==> src/dct_pkg.sv <==
// Shared constants and types for the DMA channel transfer engine
package dct_pkg;
    localparam int ADDR_W = 32;
    localparam int DATA_W = 32;
    localparam int COUNT_W = 32;
    localparam int BLOCK_W = 16;
    localparam int VEC_W = 8;
    localparam int FIFO_DEPTH = 32;
    localparam logic [COUNT_W-1:0] COUNT_FREE_RUN = 32'h0000_0000;
    localparam logic [VEC_W-1:0] VEC_NONE = 8'h00;
    localparam logic [VEC_W-1:0] VEC_CONV_END = 8'h56;
    localparam logic [VEC_W-1:0] VEC_TIMER_LO = 8'h58;
    localparam logic [VEC_W-1:0] VEC_TIMER_HI = 8'h6E;
    localparam logic [VEC_W-1:0] VEC_SERIAL_LO = 8'h91;
    localparam logic [VEC_W-1:0] VEC_SERIAL_HI = 8'hA2;
    localparam logic [1:0] ACT_AUTO = 2'h0;
    localparam logic [1:0] ACT_MODULE = 2'h2;
    localparam logic [1:0] ACT_EXTERNAL = 2'h3;
    localparam logic [1:0] XFER_NORMAL = 2'h0;
    localparam logic [1:0] XFER_REPEAT = 2'h1;
    localparam logic [1:0] XFER_BLOCK = 2'h2;
    localparam logic [1:0] AREA_NONE = 2'h0;
    localparam logic [1:0] AREA_SRC = 2'h1;
    localparam logic [1:0] AREA_DST = 2'h2;
    localparam logic [1:0] SIZE_BYTE = 2'h0;
    localparam logic [1:0] SIZE_WORD = 2'h1;
    localparam logic [1:0] SIZE_LONG = 2'h2;
    localparam logic [ADDR_W-1:0] STEP_BYTE = 32'h0000_0001;
    localparam logic [ADDR_W-1:0] STEP_WORD = 32'h0000_0002;
    localparam logic [ADDR_W-1:0] STEP_LONG = 32'h0000_0004;
    localparam logic [BLOCK_W-1:0] BLOCK_ONE = 16'h0001;
    localparam logic [COUNT_W-1:0] COUNT_ONE = 32'h0000_0001;

    typedef struct packed {
        logic [ADDR_W-1:0] source_address_reg;
        logic [ADDR_W-1:0] destination_address_reg;
        logic [COUNT_W-1:0] total_transfer_size_reg;
        logic [BLOCK_W-1:0] block_size_reg;
        logic [VEC_W-1:0] module_request_select_reg;
    } dct_setup_t;

    typedef struct packed {
        logic [1:0] activation_select;
        logic [1:0] transfer_mode;
        logic [1:0] access_size;
        logic single_address;
        logic single_direction_select;
        logic [1:0] repeat_area_side;
        logic src_increment;
        logic dst_increment;
        logic end_strobe_enable;
        logic ack_strobe_enable;
        logic repeat_end_int_enable;
        logic end_status_int_enable;
    } dct_mode_t;

    typedef struct packed {
        logic [ADDR_W-1:0] address;
        logic write;
        logic [1:0] size;
        logic [DATA_W-1:0] wdata;
    } dct_bus_t;
endpackage : dct_pkg

==> src/dct_fifo.sv <==
// Parameterised valid/ready FIFO with registered read data
module dct_fifo #(
    parameter int WIDTH = 32,
    parameter int DEPTH = 32
) (
    // Clock and reset
    input wire logic clock,
    input wire logic reset_n,
    // Fill side
    input wire logic in_valid,
    output logic in_ready,
    input wire logic [WIDTH-1:0] in_data,
    // Drain side
    output logic out_valid,
    input wire logic out_ready,
    output logic [WIDTH-1:0] out_data
);
    localparam int PTR_W = $clog2(DEPTH);
    logic [WIDTH-1:0] mem [DEPTH];
    logic [PTR_W-1:0] wr_q, rd_q;
    logic [PTR_W:0] count_q;
    logic [WIDTH-1:0] data_q;
    logic valid_q;
    wire stored = count_q != '0;
    wire load = stored && (!valid_q || out_ready);
    wire push = in_valid && in_ready;

    assign in_ready = count_q != (PTR_W+1)'(DEPTH);
    assign out_valid = valid_q;
    assign out_data = data_q;

    always_ff @(posedge clock) begin
        if (push) begin
            mem[wr_q] <= in_data;
        end
    end

    always_ff @(posedge clock or negedge reset_n) begin
        if (!reset_n) begin
            wr_q <= '0;
            rd_q <= '0;
            count_q <= '0;
            valid_q <= 1'b0;
            data_q <= '0;
        end else begin
            if (push) begin
                wr_q <= wr_q + 1'b1;
            end
            if (load) begin
                rd_q <= rd_q + 1'b1;
                data_q <= mem[rd_q];
            end
            count_q <= count_q + (PTR_W+1)'(push) - (PTR_W+1)'(load);
            if (load) begin
                valid_q <= 1'b1;
            end else if (out_ready) begin
                valid_q <= 1'b0;
            end
        end
    end
endmodule : dct_fifo

==> src/dct_engine.sv <==
// DMA channel transfer engine: address modes, transfer modes, activation
module dct_engine
    import dct_pkg::*;
(
    // Clock and reset
    input wire logic clock,
    input wire logic reset_n,
    // Configuration
    input wire dct_setup_t setup,
    input wire dct_mode_t mode,
    input wire logic setup_load,
    input wire logic transfer_enable_set,
    input wire logic transfer_enable_clear,
    input wire logic end_status_clear,
    input wire logic burst_select,
    // Activation sources
    input wire logic transfer_request_input_n,
    input wire logic [VEC_W-1:0] module_irq_vector,
    input wire logic module_irq_valid,
    // System bus
    output dct_bus_t bus,
    output logic bus_valid,
    input wire logic bus_ready,
    input wire logic [DATA_W-1:0] bus_rdata,
    output logic bus_hold,
    // External device strobes
    output logic transfer_acknowledge_strobe_n,
    output logic transfer_end_strobe_n,
    // Status and interrupts
    output logic transfer_enable,
    output logic end_status_flag,
    output logic end_interrupt,
    output logic module_flag_clear,
    output logic cpu_irq_route,
    output logic [COUNT_W-1:0] count_left,
    output logic [ADDR_W-1:0] source_now,
    output logic [ADDR_W-1:0] destination_now
);
    typedef enum logic [2:0] {S_IDLE, S_READ, S_WRITE, S_SINGLE, S_NEXT} dct_state_t;

    function automatic logic [ADDR_W-1:0] step_of(input logic [1:0] size);
        case (size)
            SIZE_WORD: step_of = STEP_WORD;
            SIZE_LONG: step_of = STEP_LONG;
            default: step_of = STEP_BYTE;
        endcase
    endfunction : step_of

    function automatic logic vec_known(input logic [VEC_W-1:0] v);
        vec_known = (v == VEC_CONV_END) || (v >= VEC_TIMER_LO && v <= VEC_TIMER_HI)
            || (v >= VEC_SERIAL_LO && v <= VEC_SERIAL_HI);
    endfunction : vec_known

    dct_state_t state_q, state_d;
    logic [ADDR_W-1:0] src_q, dst_q, src_start_q, dst_start_q;
    logic [COUNT_W-1:0] count_q;
    logic [BLOCK_W-1:0] block_q, unit_q;
    logic enable_q, flag_q, irq_q, fclr_q, route_q, hold_q;
    logic ack_n_q, end_n_q, valid_q, rpt_pending_q, free_q;
    dct_bus_t bus_q;
    logic [1:0] req_sync_q;
    logic blk_end_q;
    logic [DATA_W-1:0] fifo_out;
    logic fifo_in_ready, fifo_out_valid, fifo_take;

    // Request input through two flip-flops
    always_ff @(posedge clock or negedge reset_n) begin
        if (!reset_n) begin
            req_sync_q <= 2'b11;
        end else begin
            req_sync_q <= {req_sync_q[0], transfer_request_input_n};
        end
    end

    // Activation source decode
    wire ext_req = !req_sync_q[1];
    wire vec_hit = module_irq_valid && setup.module_request_select_reg != VEC_NONE
        && module_irq_vector == setup.module_request_select_reg;
    wire vec_ok = vec_known(setup.module_request_select_reg);
    wire mod_req = vec_hit && vec_ok;
    wire auto_go = mode.activation_select == ACT_AUTO;
    wire request = enable_q && (auto_go || (mode.activation_select == ACT_MODULE && mod_req)
        || (mode.activation_select == ACT_EXTERNAL && ext_req));
    wire is_block = mode.transfer_mode == XFER_BLOCK;
    wire is_repeat = mode.transfer_mode == XFER_REPEAT;
    wire last_count = !free_q && count_q == COUNT_ONE;
    wire last_unit = is_block ? (unit_q == BLOCK_ONE) : 1'b1;
    wire last_rpt = block_q == BLOCK_ONE;
    wire stop_rpt = rpt_pending_q && mode.repeat_end_int_enable;
    wire start = state_q == S_IDLE && request && !stop_rpt;
    wire unit_done = (state_q == S_WRITE || state_q == S_SINGLE) && bus_ready;
    wire end_now = last_count && (is_block ? last_unit : 1'b1);
    wire [ADDR_W-1:0] step = step_of(mode.access_size);
    wire reload = is_block ? last_unit : (is_repeat && last_rpt);
    wire reload_src = reload && mode.repeat_area_side == AREA_SRC;
    wire reload_dst = reload && mode.repeat_area_side == AREA_DST;
    wire dir_in = mode.single_direction_select;
    assign fifo_take = state_q == S_WRITE && bus_ready;

    // Read data held between the two dual-address cycles
    dct_fifo #(.WIDTH(DATA_W), .DEPTH(FIFO_DEPTH)) u_fifo (
        .clock(clock),
        .reset_n(reset_n),
        .in_valid(state_q == S_READ && bus_ready),
        .in_ready(fifo_in_ready),
        .in_data(bus_rdata),
        .out_valid(fifo_out_valid),
        .out_ready(fifo_take),
        .out_data(fifo_out)
    );

    // Next state
    always_comb begin
        state_d = state_q;
        case (state_q)
            S_IDLE: begin
                if (start) begin
                    state_d = mode.single_address ? S_SINGLE : S_READ;
                end
            end
            S_READ: begin
                if (bus_ready && fifo_in_ready) begin
                    state_d = S_WRITE;
                end
            end
            S_WRITE: begin
                if (bus_ready) begin
                    state_d = S_NEXT;
                end
            end
            S_SINGLE: begin
                if (bus_ready) begin
                    state_d = S_NEXT;
                end
            end
            S_NEXT: begin
                if (!enable_q || (!is_block && !(auto_go && burst_select)) || (is_block && blk_end_q)) begin
                    state_d = S_IDLE;
                end else begin
                    state_d = mode.single_address ? S_SINGLE : S_READ;
                end
            end
            default: state_d = S_IDLE;
        endcase
    end

    always_ff @(posedge clock or negedge reset_n) begin
        if (!reset_n) begin
            state_q <= S_IDLE;
        end else begin
            state_q <= state_d;
        end
    end

    // Addresses and counters
    always_ff @(posedge clock or negedge reset_n) begin
        if (!reset_n) begin
            src_q <= '0;
            dst_q <= '0;
            src_start_q <= '0;
            dst_start_q <= '0;
            count_q <= '0;
            block_q <= '0;
            unit_q <= '0;
            free_q <= 1'b0;
            rpt_pending_q <= 1'b0;
            blk_end_q <= 1'b0;
        end else if (setup_load) begin
            src_q <= setup.source_address_reg;
            dst_q <= setup.destination_address_reg;
            src_start_q <= setup.source_address_reg;
            dst_start_q <= setup.destination_address_reg;
            count_q <= setup.total_transfer_size_reg;
            free_q <= setup.total_transfer_size_reg == COUNT_FREE_RUN;
            block_q <= setup.block_size_reg;
            unit_q <= setup.block_size_reg;
            rpt_pending_q <= 1'b0;
            blk_end_q <= 1'b0;
        end else begin
            if (start) begin
                rpt_pending_q <= 1'b0;
            end
            if (unit_done) begin
                if (!free_q) begin
                    count_q <= count_q - COUNT_ONE;
                end
                src_q <= reload_src ? src_start_q : (mode.src_increment ? src_q + step : src_q);
                dst_q <= reload_dst ? dst_start_q : (mode.dst_increment ? dst_q + step : dst_q);
                unit_q <= last_unit ? setup.block_size_reg : unit_q - BLOCK_ONE;
                blk_end_q <= last_unit;
                if (is_repeat) begin
                    block_q <= last_rpt ? setup.block_size_reg : block_q - BLOCK_ONE;
                    rpt_pending_q <= last_rpt;
                end else if (is_block && last_unit) begin
                    rpt_pending_q <= 1'b1;
                end
            end
        end
    end

    // Enable, end flag and interrupt routing
    always_ff @(posedge clock or negedge reset_n) begin
        if (!reset_n) begin
            enable_q <= 1'b0;
            flag_q <= 1'b0;
            irq_q <= 1'b0;
            fclr_q <= 1'b0;
            route_q <= 1'b0;
        end else begin
            if (state_q == S_IDLE && request && stop_rpt) begin
                enable_q <= 1'b0;
            end else if (unit_done && end_now) begin
                enable_q <= 1'b0;
            end else if (transfer_enable_clear) begin
                enable_q <= 1'b0;
            end else if (transfer_enable_set) begin
                enable_q <= 1'b1;
            end
            if (state_q == S_IDLE && request && stop_rpt) begin
                flag_q <= 1'b1;
            end else if (end_status_clear) begin
                flag_q <= 1'b0;
            end
            irq_q <= (flag_q || (state_q == S_IDLE && request && stop_rpt)) && mode.end_status_int_enable;
            fclr_q <= start && mode.activation_select == ACT_MODULE;
            route_q <= vec_hit && !enable_q;
        end
    end

    // Bus and strobes
    always_ff @(posedge clock or negedge reset_n) begin
        if (!reset_n) begin
            bus_q <= '0;
            valid_q <= 1'b0;
            hold_q <= 1'b0;
            ack_n_q <= 1'b1;
            end_n_q <= 1'b1;
        end else begin
            valid_q <= state_d == S_READ || (state_d == S_WRITE && fifo_out_valid) || state_d == S_SINGLE;
            hold_q <= state_d != S_IDLE;
            case (state_d)
                S_READ: bus_q <= '{address: src_q, write: 1'b0, size: mode.access_size, wdata: '0};
                S_WRITE: bus_q <= '{address: dst_q, write: 1'b1, size: mode.access_size, wdata: fifo_out};
                S_SINGLE: bus_q <= '{address: dir_in ? dst_q : src_q, write: dir_in,
                    size: mode.access_size, wdata: '0};
                default: bus_q <= bus_q;
            endcase
            ack_n_q <= !(state_d == S_SINGLE && mode.single_address && mode.ack_strobe_enable);
            end_n_q <= !(mode.end_strobe_enable && end_now
                && (state_d == S_READ || state_d == S_WRITE || state_d == S_SINGLE));
        end
    end

    // Block requests assume level detection
    assign bus = bus_q;
    assign bus_valid = valid_q;
    assign bus_hold = hold_q;
    assign transfer_acknowledge_strobe_n = ack_n_q;
    assign transfer_end_strobe_n = end_n_q;
    assign transfer_enable = enable_q;
    assign end_status_flag = flag_q;
    assign end_interrupt = irq_q;
    assign module_flag_clear = fclr_q;
    assign cpu_irq_route = route_q;
    assign count_left = count_q;
    assign source_now = src_q;
    assign destination_now = dst_q;
endmodule : dct_engine

==> config.mk <==
export PLATFORM = sky130hd
export DESIGN_NAME = dct_engine
export DESIGN_NICKNAME = d
export VERILOG_FILES = /design/src/dct_pkg.sv /design/src/dct_fifo.sv /design/src/dct_engine.sv
export SDC_FILE = /design/constraint.sdc
export NUM_CORES = 2
export LEC_CHECK = 0
export BUFFER_PORTS_ARGS = -buffer_cell sky130_fd_sc_hd__buf_2
export CORE_ASPECT_RATIO = 0.8
export CORE_MARGIN = 3
export CORE_UTILIZATION = 55
export DETAILED_ROUTE_END_ITERATION = 8
export PLACE_DENSITY = 0.78
export SYNTH_ARGS = -nofsm -noshare
export SYNTH_HDL_FRONTEND = slang
export SYNTH_HIERARCHICAL = 1
export SYNTH_SLANG_ARGS = --single-unit
==> constraint.sdc <==
create_clock -name clock -period 3.4 [get_ports clock]
set_clock_uncertainty 0.2 [all_clocks]
set_input_delay 0.17 -clock clock [delete_from_list [all_inputs] [get_ports clock]]
set_output_delay 0.17 -clock clock [all_outputs]
set_load 0.005 [all_outputs]
==> out/qor.txt <==
CTS Buf Count: 121
Crit Path Max Fanout: 9
worst r2r src: unit_q[7]$_DFFE_PN0P_
Max-cap violations: 0
global route total overflow: 0
Yosys warning count: 6
endpoints failing setup: 0
vias post-DR: 37492
placed inst area: 60100 sq um
CORE AREA: 99500 sq um
max incr delay on CP: 630 ps
Synth Instances: 3550
Critical Path RT: 3850 ps
die area: 105000 sq um
postcts setup bufs: 0
final WL: 163 mm
Syn Nets: 3767
vias per std cell: 6.59
RSZ-0062 raised after global routing: no
initial antenna violation count: 10
total iterations of the first detailed-routing run: 6
cell chain of the critical path: or4_1, or3_1, nor4_1, o21bai_1, nor2_2, a22oi_1, a31oi_1
Reg2Reg Depth: 7
root buffer cell: clkbuf_16
vias in the first global route: 37176
Hold EP: dst_start_q[13]$_DFFE_PN0P_
Starting DRT DRC Count: 5371
CP Class: flop to flop
Post-DRT Antenna Nets: 0
clock buffer depth: 3
synth unique cells: 84
Total GRT Usage: 31.1%
largest net degree at the start of global routing: 101
Tmin final: 3270 ps
Sink Count: 1349
fmax: 0.306 GHz
setup_tns: 0 ps
cell family with most CP delay: simple AND/OR/NAND/NOR gates
commonest non-fill, non-tap cells in the layout: 1024 x edfxtp_1, 355 x buf_2, 318 x dfrtp_1
Die X: 361 um
status: complete, no violations
Hold Startpoint: setup[69]
CTS HTree Levels: 3
IO Pins: 358
Pleak: 0.0245 uW
CP Data Arrival Time: 3720 ps
ys flop type: edfxtp_1
drt drc: 0
CP Buf/Inv Count: 0
FP Rows: 103
worst vdd ir: 0.516 mV
Fin. Hold Viols: 0
post-synthesis sequential area ratio: 70.0%
Setup crit start kind: flop
ranking of synthesized cells by area: edfxtp_1 55%, dfrtp_1 14%, mux4_2 6.5%
post-route cell area: 66800 sq um
Yosys top cell area share: 55.3%
PD cells: 714 nW/um^2
IO buf count: 357
fin crit share: 96.1%
hpwl dp: 94.6 mm
worst-skew pair later-pin latency: 750 ps
EDFF count, synth: 1024
GP Congestion: 0.937
async set-reset flop share out of synthesis: 24.1%
first-pass GRT wire length: 242 mm
Mapped Area: 55600 sq um
Slew Viols, Final: 0
Worst-path clk slew: 70 ps
P&R area growth vs syn: 20.2%
R2R setup slack: 130 ps
fin nets: 4475
average cell area after synthesis: 15.7 sq um
critical path endpoint category: flop
hold-critical path depth: 4
Max transition margin: 30.9%
commonest non-fill, non-tap cell in the layout: edfxtp_1
FF-to-FF End: source_now[15]$_DFFE_PN0P_
drt wl/cell: 28.7 um
Starting Density: 55.9%
Critical-path top delay cell: or4_1
Setup WS post-layout: 134 ps
CTS tree: yes
post-place setup slack: 236 ps
Worst-Margin Slew: 1030 ps
Die Y: 290 um
#FFs+latches synth: 1349
Hold WS: 40.6 ps
share of layout cells above drive strength 1: 23.3%
top cell type by total area after synthesis: edfxtp_1
min-delay worst type: input port to flop
==> report_power, final <==
| group | switching [uW] | internal (uW) |
|---|---|---|
| combinational | 7330 | 5950 |
| sequential | 1480 | 18900 |
| clock | 6230 | 7750 |
| total | 15000 | 32600 |
==> layout make-up <==
type,instances,area [sq um]
Clock buffer,157,3310
Clock inverter,74,759
Fill cell,6270,32700
Timing Repair Buffer,786,6120
Multi-Input combinational cell,1921,15800
Antenna cell,10,25.0
Inverter,79,297
Tap cell,1312,1640
Sequential cell,1349,38900
==> worst max-delay path by stage <==
stage,startpoint,endpoint,slack (ps),cells past startpoint
after floorplan,state_q[2]$_DFF_PN0_,u_fifo/count_q[5]$_DFF_PN0_,40,13
after global placement,unit_q[7]$_DFFE_PN0P_,source_now[21]$_DFFE_PN0P_,260,8
after detailed placement,unit_q[7]$_DFFE_PN0P_,source_now[28]$_DFFE_PN0P_,240,8
after CTS,unit_q[7]$_DFFE_PN0P_,source_now[28]$_DFFE_PN0P_,220,8
after global routing,unit_q[7]$_DFFE_PN0P_,source_now[12]$_DFFE_PN0P_,10,8
final,unit_q[7]$_DFFE_PN0P_,source_now[15]$_DFFE_PN0P_,130,7
==> logic make-up (layout without fill, tap and decap cells) <==
family | count (synthesis) | count (layout) | synth area share, %
DFF | 1349 | 1349 | 70.0
and+or+nand+nor | 687 | 687 | 6.08
AOI/OAI and AO/OA | 682 | 682 | 7.97
muxes | 456 | 456 | 12.0
buffers and inverters | 280 | 1096 | 2.26
xor gates and xnor gates | 65 | 65 | 1.02
adders and majority gates | 31 | 31 | 0.738
other | 0 | 10 | 0
==> per-layer routing <==
metal | part of all wire, % | GRT usage (%)
met1 | 37 | 43.2
met2 | 44 | 45.5
met3 | 14 | 10.3
met4 | 5.0 | 13.0
met5 | 0.022 | 0
==> synthesized netlist by cell type, drive strengths merged, types with 6 or more instances <==
master / number
edfxtp: 1024
dfrtp: 321
mux2i: 228
nor2: 193
nand2: 191
o21ai: 172
mux4: 160
a21oi: 117
clkbuf: 116
o22ai: 115
buf: 84
a211oi: 82
inv: 79
mux2: 68
nor3: 57
a221oi: 42
and2: 42
xnor2: 41
nor4: 39
a221o: 32
nand3: 30
ha: 28
and3: 24
nand4: 24
xor2: 24
a31oi: 21
o2bb2ai: 20
a21o: 15
nand3b: 12
a22oi: 11
nand2b: 11
nor2b: 10
nor3b: 10
or3: 10
o211ai: 8
o21a: 8
nor4b: 7
or4: 7
o31ai: 6
or2: 6
==> metrics by stage <==
step | cells | utilization, % | total power, uW
after detailed placement | 5187 | 60.4 | 33200
after CTS | 5678 | 67.1 | 47400
final | 5688 | 67.2 | 47700
after global routing | 5681 | 67.1 | 49300
after floorplan | 3550 | - | 28300
after global placement | 5187 | 60.4 | 32900
==> tightest hold or removal path: cells and delay by family <==
kind	cells	cell delay, ps
buffers and inverters	2	630
and+or+nand+nor	1	50
AOI/OAI and AO/OA	1	70
==> state kept, by name (all words and copies together), names as in the netlist, 2 cells and up <==
signal,cells
count_left,32
u_fifo/rd_q,5
u_fifo/count_q,6
unit_q,16
u_fifo/mem,1024
u_fifo/wr_q,5
destination_now,32
req_sync_q,2
source_now,32
bus,67
src_start_q,32
u_fifo/out_data,32
state_q,3
dst_start_q,32
block_q,16
==> what timing repair did <==
item	4_1_cts	5_1_grt
hold buffers	260	0
resized for setup	0	1
endpoints found under the setup margin	0	7
endpoints found under the hold margin	1561	0
(Power assumes the default switching activity.)
